<file path="config.mk">
export PLATFORM = sky130hd
export DESIGN_NAME = case_tamper_monitor
export DESIGN_NICKNAME = d
export VERILOG_FILES = /design/src/rtl/ctm_pkg.sv /design/src/rtl/ctm_sensor_sampler.sv /design/src/rtl/case_tamper_monitor.sv
export VERILOG_INCLUDE_DIRS = /design/src /design/src/rtl
export SDC_FILE = /design/constraint.sdc
export NUM_CORES = 1
export LEC_CHECK = 0
export BUFFER_PORTS_ARGS = -buffer_cell sky130_fd_sc_hd__buf_4
export CAP_MARGIN = 20
export CORE_MARGIN = 5
export CORE_UTILIZATION = 60
export CTS_CLUSTER_SIZE = 14
export DETAILED_ROUTE_END_ITERATION = 8
export PLACE_DENSITY = 0.85
export SLEW_MARGIN = 20
export SYNTH_ARGS = -nofsm -noshare
export SYNTH_HDL_FRONTEND = slang
export SYNTH_SLANG_ARGS = --single-unit
</file>
<file path="constraint.sdc">
create_clock -name sys_clk -period 12.1 [get_ports sys_clk]
set_clock_uncertainty 0.05 [all_clocks]
set_input_delay 3.025 -clock sys_clk [delete_from_list [all_inputs] [get_ports sys_clk]]
set_output_delay 3.025 -clock sys_clk [all_outputs]
set_load 0.01 [all_outputs]
</file>
<file path="src/rtl/ctm_params.svh">
`ifndef CTM_PARAMS_SVH
`define CTM_PARAMS_SVH

`define CTM_CLK_MHZ       200
`define CTM_SENSE_ONE_NS  1060000
`define CTM_SENSE_TWO_NS  1297000
`define CTM_NS_TO_CYC(ns) ((((ns) * `CTM_CLK_MHZ) + 999) / 1000)
`define CTM_SENSE_ONE_CYC `CTM_NS_TO_CYC(`CTM_SENSE_ONE_NS)
`define CTM_SENSE_TWO_CYC `CTM_NS_TO_CYC(`CTM_SENSE_TWO_NS)
`define CTM_WIN_W         20
`define CTM_HOLD_W        16
`define CTM_BCD_W         8
`define CTM_SYNC_W        2

`endif

</file>
<file path="src/rtl/ctm_pkg.sv">
package ctm_pkg;
    typedef enum logic [1:0]
    {
        CTM_HOLDING = 2'h0,
        CTM_ARMED   = 2'h1
    } ctm_phase_t;

    typedef enum logic [1:0]
    {
        CTM_IDLE  = 2'h0,
        CTM_SENSE = 2'h1
    } ctm_sense_t;

    typedef enum logic [1:0]
    {
        CTM_V_NOW_TIME = 2'h0,
        CTM_V_NOW_DATE = 2'h1,
        CTM_V_EVT_DATE = 2'h3,
        CTM_V_EVT_TIME = 2'h2
    } ctm_view_t;
endpackage : ctm_pkg

</file>
<file path="src/rtl/ctm_sensor_sampler.sv">
`timescale 1ns/100ps
`include "ctm_params.svh"
module ctm_sensor_sampler
    import ctm_pkg::*;
#(
    parameter logic [`CTM_WIN_W-1:0] ONE_CYC =
        `CTM_WIN_W'(`CTM_SENSE_ONE_CYC),
    parameter logic [`CTM_WIN_W-1:0] TWO_CYC =
        `CTM_WIN_W'(`CTM_SENSE_TWO_CYC)
)
(
    input  wire logic sys_clk,
    input  wire logic rst,
    input  wire logic sec_tick,
    input  wire logic two_coil,
    input  wire logic sensor_out_raw,
    output logic      sensor_enable,
    output logic      sample_valid,
    output logic      sample_open
);
    typedef struct packed {
        logic [`CTM_SYNC_W-1:0] sync;
        ctm_sense_t             st;
        logic [`CTM_WIN_W-1:0]  cnt;
        logic                   en;
        logic                   valid;
        logic                   open;
    } ctm_smp_t;

    ctm_smp_t q;
    ctm_smp_t d;

    always_comb
    begin
        d = q;
        d.sync = {q.sync[0], sensor_out_raw};
        d.valid = 1'b0;
        case (q.st)
            CTM_IDLE:
            begin
                if (sec_tick)
                begin
                    d.st = CTM_SENSE;
                    d.en = 1'b1;
                    d.cnt = two_coil ? TWO_CYC - 1'b1 : ONE_CYC - 1'b1;
                end
            end
            CTM_SENSE:
            begin
                if (q.cnt == '0)
                begin
                    // Read at window end so the switch has settled
                    d.st = CTM_IDLE;
                    d.en = 1'b0;
                    d.valid = 1'b1;
                    d.open = q.sync[1];
                end
                else
                begin
                    d.cnt = q.cnt - 1'b1;
                end
            end
            default:
            begin
                d.st = CTM_IDLE;
                d.en = 1'b0;
            end
        endcase
    end

    always_ff @(posedge sys_clk or posedge rst)
    begin
        if (rst)
            q <= '0;
        else
            q <= d;
    end

    assign sensor_enable = q.en;
    assign sample_valid  = q.valid;
    assign sample_open   = q.open;
endmodule : ctm_sensor_sampler

</file>
<file path="src/rtl/case_tamper_monitor.sv">
`timescale 1ns/100ps
`include "ctm_params.svh"
module case_tamper_monitor
    import ctm_pkg::*;
#(
    parameter logic [`CTM_WIN_W-1:0] SENSE_ONE_CYC =
        `CTM_WIN_W'(`CTM_SENSE_ONE_CYC),
    parameter logic [`CTM_WIN_W-1:0] SENSE_TWO_CYC =
        `CTM_WIN_W'(`CTM_SENSE_TWO_CYC)
)
(
    input  wire logic                  sys_clk,
    input  wire logic                  rst,
    input  wire logic                  sec_tick,
    input  wire logic [`CTM_HOLD_W-1:0] holdoff_secs,
    input  wire logic                  sel_one_coil,
    input  wire logic                  sel_two_coil,
    input  wire logic                  sensor_out_raw,
    input  wire logic                  main_supply,
    input  wire logic                  backup_supply,
    input  wire logic                  first_event_clear_button,
    input  wire logic [`CTM_BCD_W-1:0] cal_hour,
    input  wire logic [`CTM_BCD_W-1:0] cal_min,
    input  wire logic [`CTM_BCD_W-1:0] cal_sec,
    input  wire logic [`CTM_BCD_W-1:0] cal_year,
    input  wire logic [`CTM_BCD_W-1:0] cal_month,
    input  wire logic [`CTM_BCD_W-1:0] cal_day,
    input  wire ctm_view_t             disp_sel,
    output logic                       sensor_enable,
    output logic                       open_now_indicator,
    output logic                       tamper_latched_indicator,
    output logic                       holdoff_blink_indicator,
    output logic                       variant_error,
    output ctm_view_t                  disp_top_label,
    output logic                       disp_bot_none,
    output logic [`CTM_BCD_W-1:0]      disp_bot_hi,
    output logic [`CTM_BCD_W-1:0]      disp_bot_mid,
    output logic [`CTM_BCD_W-1:0]      disp_bot_lo,
    output logic                       icon_timer,
    output logic                       icon_boxed_r,
    output logic                       icon_case_open,
    output logic                       icon_backup
);
    typedef struct packed {
        logic [`CTM_SYNC_W-1:0] main_s;
        logic [`CTM_SYNC_W-1:0] bak_s;
        logic [`CTM_SYNC_W-1:0] clr_s;
        logic                   clr_prev;
        ctm_phase_t             phase;
        logic [`CTM_HOLD_W-1:0] secs;
        logic                   blink;
        logic                   case_open;
        logic                   open_led;
        logic                   latched;
        logic                   rec_valid;
        logic [`CTM_BCD_W-1:0]  e_hr;
        logic [`CTM_BCD_W-1:0]  e_mn;
        logic [`CTM_BCD_W-1:0]  e_sc;
        logic [`CTM_BCD_W-1:0]  e_yr;
        logic [`CTM_BCD_W-1:0]  e_mo;
        logic [`CTM_BCD_W-1:0]  e_dy;
        ctm_view_t              top;
        logic                   none;
        logic [`CTM_BCD_W-1:0]  hi;
        logic [`CTM_BCD_W-1:0]  mid;
        logic [`CTM_BCD_W-1:0]  lo;
        logic                   tmr;
        logic                   box;
        logic                   ico_open;
        logic                   ico_bak;
        logic                   var_err;
    } ctm_state_t;

    ctm_state_t q;
    ctm_state_t d;

    logic variant_ok;
    logic smp_valid;
    logic smp_open;
    logic clr_rise;
    logic evt;

    function automatic logic ctm_rise(input logic cur, input logic prev);
        return cur & ~prev;
    endfunction : ctm_rise

    // A wrong strap leaves the switch unpowered rather than misread
    assign variant_ok = sel_one_coil ^ sel_two_coil;

    ctm_sensor_sampler #(
        .ONE_CYC (SENSE_ONE_CYC),
        .TWO_CYC (SENSE_TWO_CYC)
    ) u_sampler (
        .sys_clk        (sys_clk),
        .rst            (rst),
        .sec_tick       (sec_tick & variant_ok),
        .two_coil       (sel_two_coil),
        .sensor_out_raw (sensor_out_raw),
        .sensor_enable  (sensor_enable),
        .sample_valid   (smp_valid),
        .sample_open    (smp_open)
    );

    assign clr_rise = ctm_rise(q.clr_s[1], q.clr_prev);
    // Only a closed-to-open transition counts as a new event
    assign evt = q.phase == CTM_ARMED && smp_valid &&
                 ctm_rise(smp_open, q.case_open);

    always_comb
    begin
        d = q;
        d.main_s = {q.main_s[0], main_supply};
        d.bak_s = {q.bak_s[0], backup_supply};
        d.clr_s = {q.clr_s[0], first_event_clear_button};
        d.clr_prev = q.clr_s[1];
        d.var_err = ~variant_ok;
        if (smp_valid)
            d.case_open = smp_open;

        case (q.phase)
            CTM_HOLDING:
            begin
                if (q.secs >= holdoff_secs)
                begin
                    d.phase = CTM_ARMED;
                    d.blink = 1'b0;
                end
                else if (sec_tick)
                begin
                    d.secs = q.secs + 1'b1;
                    d.blink = ~q.blink;
                end
            end
            CTM_ARMED:
            begin
                d.blink = 1'b0;
            end
            default:
            begin
                d.phase = CTM_HOLDING;
            end
        endcase

        if (clr_rise)
            d.rec_valid = 1'b0;
        // Placed after the clear so a same-cycle event is kept
        if (evt)
        begin
            d.latched = 1'b1;
            if (!d.rec_valid)
            begin
                d.rec_valid = 1'b1;
                d.e_hr = cal_hour;
                d.e_mn = cal_min;
                d.e_sc = cal_sec;
                d.e_yr = cal_year;
                d.e_mo = cal_month;
                d.e_dy = cal_day;
            end
        end

        d.open_led = q.phase == CTM_ARMED && q.main_s[1] &&
                     q.case_open;
        d.ico_open = q.case_open;
        d.ico_bak = q.bak_s[1];

        d.top = disp_sel;
        d.tmr = ~disp_sel[1];
        d.box = disp_sel[1];
        d.none = disp_sel[1] & ~q.rec_valid;
        case (disp_sel)
            CTM_V_NOW_TIME:
            begin
                d.hi = cal_hour;
                d.mid = cal_min;
                d.lo = cal_sec;
            end
            CTM_V_NOW_DATE:
            begin
                d.hi = cal_year;
                d.mid = cal_month;
                d.lo = cal_day;
            end
            CTM_V_EVT_TIME:
            begin
                d.hi = q.e_hr;
                d.mid = q.e_mn;
                d.lo = q.e_sc;
            end
            default:
            begin
                d.hi = q.e_yr;
                d.mid = q.e_mo;
                d.lo = q.e_dy;
            end
        endcase
    end

    always_ff @(posedge sys_clk or posedge rst)
    begin
        if (rst)
            q <= '0;
        else
            q <= d;
    end

    assign open_now_indicator       = q.open_led;
    assign tamper_latched_indicator = q.latched & q.main_s[1];
    assign holdoff_blink_indicator  = q.blink;
    assign variant_error            = q.var_err;
    assign disp_top_label           = q.top;
    assign disp_bot_none            = q.none;
    assign disp_bot_hi              = q.hi;
    assign disp_bot_mid             = q.mid;
    assign disp_bot_lo              = q.lo;
    assign icon_timer               = q.tmr;
    assign icon_boxed_r             = q.box;
    assign icon_case_open           = q.ico_open;
    assign icon_backup              = q.ico_bak;
endmodule : case_tamper_monitor

</file>
==> results of run 1 <==
metal layers:
| metal | global-route usage, % | wire (um) |
|---|---|---|
| met5 | 0 | 0 |
| met2 | 38.7 | 7130 |
| met1 | 27.1 | 4990 |
| met3 | 4.95 | 675 |
| met4 | 7.79 | 296 |
final timing paths:
path	start	end	slack (ps)
max	holdoff_secs[0]	q[94]	7080
max reg2reg	u_sampler.q[15]	u_sampler.q[6]	8950
min in group asynchronous	rst	disp_bot_lo[3]	2590
max in group asynchronous	rst	disp_bot_lo[6]	8280
min	d[1]	icon_backup	300
min reg2reg	d[1]	icon_backup	300
worst max-delay path, cell delays in order:
cell      delay, ps
buf_4           110
ha_1            280
nand2b_4        140
a2111o_1        430
a311oi_2        300
nand4_2         430
nor4_1          480
xor2_1          190
cell families after synthesis:
family | count (synthesis) | synth area share [%]
AND/OR/NAND/NOR | 119 | 10.3
multiplexers | 75 | 18.1
buffers and inverters | 66 | 5.74
AO/OA/AOI/OAI | 46 | 4.70
flip-flops | 133 | 53.9
XOR/XNOR | 24 | 3.41
adder cells (fa/ha/maj) | 19 | 3.85
synthesized netlist by cell type (2+ instances only):
master and instances:
a21oi_1 13, a31oi_1 5, and2_1 2, and3_1 6, buf_1 4, buf_4 26
clkbuf_1 10, dfrtp_1 133, ha_1 19, inv_1 23, mux2_2 51, mux4_2 24
nand2_1 23, nand2b_1 2, nand3_1 11, nand4_1 5, nand4b_1 2, nor2_1 32
nor2b_1 2, nor3_1 9, nor3b_1 2, nor4_1 8, o21a_1 2, o21ai_0 15
or3_1 4, or4_1 4, xnor2_1 4, xor2_1 20
state kept, by name (all words and copies together), names as in the netlist, 6 cells and up:
| signal | flops |
|---|---|
| d | 6 |
| disp_bot_lo | 8 |
| disp_bot_mid | 8 |
| u_sampler.q | 21 |
| disp_bot_hi | 8 |
| q | 69 |
cell type report:
cell class | instances | area, um^2 | share of cell area, %
Inverter | 24 | 95.1 | 1.27
Timing Repair Buffer | 112 | 841 | 11.2
Sequential cell | 133 | 3330 | 44.3
Tap cell | 136 | 170 | 2.27
Clock buffer | 18 | 418 | 5.56
Multi-Input combinational cell | 283 | 2510 | 33.4
Clock inverter | 14 | 153 | 2.03
report_power, final:
| group | switching [uW] | internal (uW) |
|---|---|---|
| registers | 44.5 | 480 |
| clock network | 195 | 295 |
| logic | 88.8 | 76.9 |
| total | 328 | 852 |
per-stage QoR:
| stage | std cells | hold WS, ps | utilization (%) | instance area (um^2) | worst slack, ps |
|---|---|---|---|---|---|
| floorplan | 482 | 281 | - | 6170 | 5470 |
| detailed placement | 688 | 290 | 68.1 | 6930 | 6560 |
| global placement | 688 | 284 | 68.1 | 6930 | 6710 |
| finish | 720 | 301 | 73.7 | 7510 | 7080 |
| CTS | 720 | 303 | 73.7 | 7500 | 7090 |
| global route | 720 | 306 | 73.7 | 7510 | 6950 |
==> results.txt, run 1 <==
Max cap viols -> 0
Hold Vio Cnt, Final -> 0
Cell Pwr Density -> 157 nW/um^2
Die height -> 111 um
Critical Path AT -> 5400 ps
Syn Std Cell Area -> 6170 um^2
# rows -> 37
Register area share after synthesis -> 53.9%
Post-synth EDFFs -> 0
Main synth FF type -> dfrtp_1
Cts repair resizes -> 0
Global-route wire length before repair -> 22,000 um
Yosys top cell area share -> 53.9%
Final Max Tran Viols -> 0
Mapped Avg Cell Area -> 12.8 um^2
Syn. warnings -> 0
P_leak -> 0.00363 uW
Initial antenna violation count -> 0
Share of layout cells above drive strength 1 -> 39.0%
CTS Buf Count -> 17
Antenna diodes -> 0
Layout filler cell count -> 653
DP Wirelength -> 8700 um
Vias in the first global route -> 4,422
Cts hold-fix bufs -> 0
Vias -> 4,125
Skew-Pair Late Insertion Delay -> 520 ps
Post-route ant nets -> 0
Wirelength per Cell -> 18.2 um
GPL Wtd Cong -> 0.855
Ys async rst share -> 100%
Largest net degree at the start of global routing -> 82
Final net count -> 665
Initial Utilization -> 60.6%
Gate Count Post-Synth -> 482
Via-per-instance ratio -> 5.73
Final Power -> 1180 uW
IO buf count -> 110
HP Class -> reg -> reg
Clock Sinks -> 133
Post-layout minimum cycle time -> 5020 ps
Rel. slew slack -> 41.3%
Period utilisation layout -> 41.5%
Worst r2r path cells -> 7
Post-CTS Setup Bufs -> 0
CTS tree -> built
Initial drt markers -> 268
H-tree Lvls -> 4
Most frequent cells in the layout -> dfrtp_1 (133), buf_4 (112), mux2_2 (51)
Residual DRC -> 0
CTS clk-pin slew, worst paths -> 60 ps
Total GRT Usage -> 22.1%
Unrepaired setup endpoints after global routing -> no
Status -> complete, no violations
Peak VDD IR -> 96.3 uV
Endpoints failing setup -> 0
Tightest Pin Transition -> 878 ps
Leading cell type in the layout, fill and taps excluded -> dfrtp_1
Register bit total from synthesis -> 133
Max Clk Rate -> 199 MHz
WP data required -> 12,480 ps
Synth-to-Final Area Change -> 21.7%
Full die area -> 12,400 um^2
Synth cell types -> 49
Kind of critical path -> in -> reg
IO Pins -> 111
Critical Path Start Type -> input pin
Max FO, Critical Path -> 15
Hold path cells -> 0
Fin Setup TNS -> 0 ps
Top cells by area, synth -> dfrtp_1 (54%), mux2_2 (9.3%), mux4_2 (8.8%), ha_1 (3.9%), buf_4 (3.2%)
DRT Pass-1 Iters -> 5
GRT Residual Overflow -> 0
Syn nets -> 576
Critical Path Sink Type -> flip-flop
Core footprint -> 10,200 um^2
Clock tree buffer depth -> 2
Synth area leader -> dfrtp_1
Root buffer cell -> clkbuf_8
Final wirelength -> 13,100 um
Die X -> 111 um
No activity file was read; power rests on OpenSTA's default activity.
==> run 2: changes to the inputs <==
--- a/config.mk
+++ b/config.mk
@@ -6,13 +6,14 @@
 export SDC_FILE = /design/constraint.sdc
 export NUM_CORES = 1
 export LEC_CHECK = 0
+export ABC_AREA = 1
 export BUFFER_PORTS_ARGS = -buffer_cell sky130_fd_sc_hd__buf_4
 export CAP_MARGIN = 20
 export CORE_MARGIN = 5
-export CORE_UTILIZATION = 60
+export CORE_UTILIZATION = 57
 export CTS_CLUSTER_SIZE = 14
 export DETAILED_ROUTE_END_ITERATION = 8
-export PLACE_DENSITY = 0.85
+export PLACE_DENSITY = 0.81
 export SLEW_MARGIN = 20
 export SYNTH_ARGS = -nofsm -noshare
 export SYNTH_HDL_FRONTEND = slang
==> constraint.sdc (replaced) <==
create_clock -name sys_clk -period 4.86 [get_ports sys_clk]
set_clock_uncertainty 0.05 [all_clocks]
set_input_delay 1.215 -clock sys_clk [delete_from_list [all_inputs] [get_ports sys_clk]]
set_output_delay 1.215 -clock sys_clk [all_outputs]
set_load 0.01 [all_outputs]
==> run 2 against run 1 <==
Clock-buffer cell count increased by 5. Critical path depth increased by 5. Register-to-register slack got worse by 6500 ps. Final cell count increased by 38%. First-iteration DRC count increased by 70%. Non-clock buffer count increased by 2. Sequential share of layout area decreased by 2.8 points. Utilization decreased by 3.8 points. Setup slack got worse by 5000 ps. Cell area increased by 6.8%. Global-route usage increased by 0.72 points. Sequential cell count unchanged.
==> results.txt, run 2 <==
Most frequent cells in the layout -> nand2_1 (224), dfrtp_1 (133), buf_4 (113)
Core footprint -> 11,500 um^2 (+13%)
Root buffer cell -> clkbuf_16
Layout filler cell count -> 874 (+34%)
Syn. warnings -> 0 (unchanged)
Initial drt markers -> 455 (+70%)
Reg with most FFs -> q
Unrepaired setup endpoints after global routing -> no
Final wirelength -> 15,700 um (+20%)
Max FO, Critical Path -> 13 (-2)
Register area share after synthesis -> 49.7% (-4.3 points)
Critical path endpoint -> q[86]
Gate Count Post-Synth -> 761 (+58%)
Full die area -> 14,000 um^2 (+13%)
Final Power -> 2600 uW (+120%)
Register bit total from synthesis -> 133 (unchanged)
Main synth FF type -> dfrtp_1
Cts hold-fix bufs -> 0 (unchanged)
Residual DRC -> 0 (unchanged)
Tightest Pin Transition -> 977 ps (+98.7 ps)
Grt met3 use -> 6.02% (+1.1 points)
Status -> complete, no violations
Leading cell type in the layout, fill and taps excluded -> nand2_1
Total GRT Usage -> 22.8% (+0.72 points)
Area of the multi-input gates -> 2750 um^2 (+9.7%)
Kind of critical path -> in -> reg
Max cap viols -> 0 (unchanged)
P_leak -> 0.00418 uW (+15%)
IO Pins -> 111 (unchanged)
DP Wirelength -> 10,800 um (+24%)
Largest net degree at the start of global routing -> 80 (-2.4%)
WP data required -> 5100 ps (-7380 ps)
Synth cell types -> 37 (-24%)
Antenna diodes -> 0 (unchanged)
Setup WS pre-CTS -> 1700 ps (-4860 ps)
CTS Buf Count -> 17 (unchanged)
Skew-Pair Late Insertion Delay -> 420 ps (-100 ps)
CTS tree -> built
Syn Std Cell Area -> 6700 um^2 (+8.6%)
Synth-to-Final Area Change -> 19.8%
Final net count -> 939 (+41%)
Worst path most repeated cell -> nand2_1
GPL Wtd Cong -> 0.890 (+4.1%)
Initial Utilization -> 58.4% (-2.2 points)
Clock tree buffer depth -> 2 (unchanged)
Cts repair resizes -> 0 (unchanged)
Count leader, synth -> nand2_1
Worst hold slack -> 304 ps (+2.40 ps)
Mapped Avg Cell Area -> 8.80 um^2 (-31%)
Peak VDD IR -> 295 uV (+210%)
CTS clk-pin slew, worst paths -> 50 ps (about the same)
M2 GR Usage -> 38.3% (-0.40 points)
Post-route ant nets -> 0 (unchanged)
Die height -> 118 um (+6.3%)
H-tree Lvls -> 4 (unchanged)
GR peak layer -> met2
Fin area -> 8020 um^2 (+6.8%)
GRT Residual Overflow -> 0 (unchanged)
Max Clk Rate -> 362 MHz
Post-CTS Setup Bufs -> 0 (unchanged)
Biggest regs -> q: 69 flops, u_sampler.q: 21 flops
R2r endpoint -> q[70]
Initial antenna violation count -> 0 (unchanged)
DRT Pass-1 Iters -> 5 (unchanged)
Post-layout minimum cycle time -> 2760 ps
Max incr delay on CP -> 520 ps (+40 ps)
HP Class -> reg -> reg
Die X -> 118 um (+6.3%)
Worst r2r path cells -> 5 (-2)
Period utilisation layout -> 56.8%
Critical Path Start -> holdoff_secs[5]
Global-route wire length before repair -> 26,500 um (+20%)
Hold Vio Cnt, Final -> 0 (unchanged)
Fin Setup TNS -> 0 ps (unchanged)
IO buf count -> 110 (unchanged)
Ys async rst share -> 100% (unchanged)
Met1 GRT Util -> 27.7% (+0.66 points)
Vias in the first global route -> 5,702 (+29%)
Via-per-instance ratio -> 5.51 (-3.8%)
Critical Path AT -> 3000 ps (-2400 ps)
Syn nets -> 855 (+48%)
Share of layout cells above drive strength 1 -> 21.5% (-17 points)
Top cells by count, synth -> nand2_1 (224), dfrtp_1 (133), inv_1 (85)
Reg-to-Reg Start -> q[101]
Worst R2R Setup Slack -> 2430 ps (-6520 ps)
Area after DPL -> 7420 um^2 (+7.1%)
Critical Path Start Type -> input pin
Vias -> 5,494 (+33%)
Rel. slew slack -> 34.7% (-6.6 points)
Wirelength per Cell -> 15.7 um (-13%)
Post-synth EDFFs -> 0 (unchanged)
Cell Pwr Density -> 325 nW/um^2 (+110%)
Endpoints failing setup -> 0 (unchanged)
Critical Path Sink Type -> flip-flop
Final Max Tran Viols -> 0 (unchanged)
Clock Sinks -> 133 (unchanged)
Crit path max-delay cell type -> nand4_1
Worst path cell trace -> buf_4 -> inv_1 -> ha_1 -> nand2_1 -> inv_1 -> nand2_1 -> nor2_1 -> nor2_1 -> nand2_1 -> nand2_1 -> nand4_1 -> nand2_1 -> nand2_1
Top cells by area, synth -> dfrtp_1 (50%), nand2_1 (13%), inv_1 (4.8%), mux2_4 (4.5%), ha_1 (3.5%)
Register area -> 3330 um^2 (unchanged)
Synth area leader -> dfrtp_1
Max FFs per register -> 69 (unchanged)
# rows -> 39 (+5.4%)
Yosys top cell area share -> 49.7% (-4.3 points)
PnR worst setup slack -> 2100 ps (-4990 ps)
## run 2: changes by cell type after synthesis, sizes merged, moves of 12 or more
cell,change
o21ai,+30
o2111ai,+22
nand3,+12
mux4,-24
nor2,+29
inv,+64
nand4,+20
nand2,+205
mux2,-27
## run 2: area by class of cell
cell class | count | share of cell area [%]
clock inverter | 5 | 0.936
multi-input combinational | 492 | 34.3
timing repair buffer | 114 | 10.9
sequential | 133 | 41.5
clock buffer | 23 | 6.08
inverter | 87 | 4.10
tap | 143 | 2.23
## run 2: worst max-delay path, delay by kind of cell
kind	cells	cell delay, ps
and+or+nand+nor	9	1350
buffers and inverters	3	140
adders and majority gates	1	300
## run 2: metal layers
metal | vias up | routed length (um)
met5 | - | 0
met4 | 0 | 390
met3 | 41 | 1010
met2 | 214 | 7970
met1 | 2640 | 6320
li1 | 2599 | -
## run 2: logic make-up after synthesis
| logic type | after synthesis | synth area share [%] |
|---|---|---|
| AND/OR/NAND/NOR | 348 | 22.0 |
| buffers and inverters | 136 | 9.51 |
| multiplexers | 24 | 5.16 |
| XOR/XNOR | 18 | 2.35 |
| adder cells (fa/ha/maj) | 19 | 3.55 |
| flip-flops | 133 | 49.7 |
| AO/OA/AOI/OAI | 83 | 7.71 |
## run 2: report_power, final
group / switching [uW] / leakage [uW] / internal [uW]
Sequential: 16.3 / 0.00153 / 1150
Clock: 438 / 0.000281 / 794
Combinational: 106 / 0.00236 / 103
Total: 561 / 0.00418 / 2040
## run 2: worst min path at each step
stage           start     endpoint  slack, ps  cells after the start
2_1_floorplan  d[105]       d[103]        280                      0
3_3_place_gp   d[107]         d[1]        290                      0
6_report       d[107]         d[1]        300                      0
4_1_cts        d[107]         d[1]        310                      0
5_1_grt        d[107]         d[1]        320                      0
3_5_place_dp     d[1]  icon_backup        290                      0
## run 2: per-stage QoR
step           util (%)  cells
2_1_floorplan         -    761
3_3_place_gp       64.7    968
3_5_place_dp       64.7    968
4_1_cts            69.6    996
5_1_grt            70.0    997
6_report           70.0    997
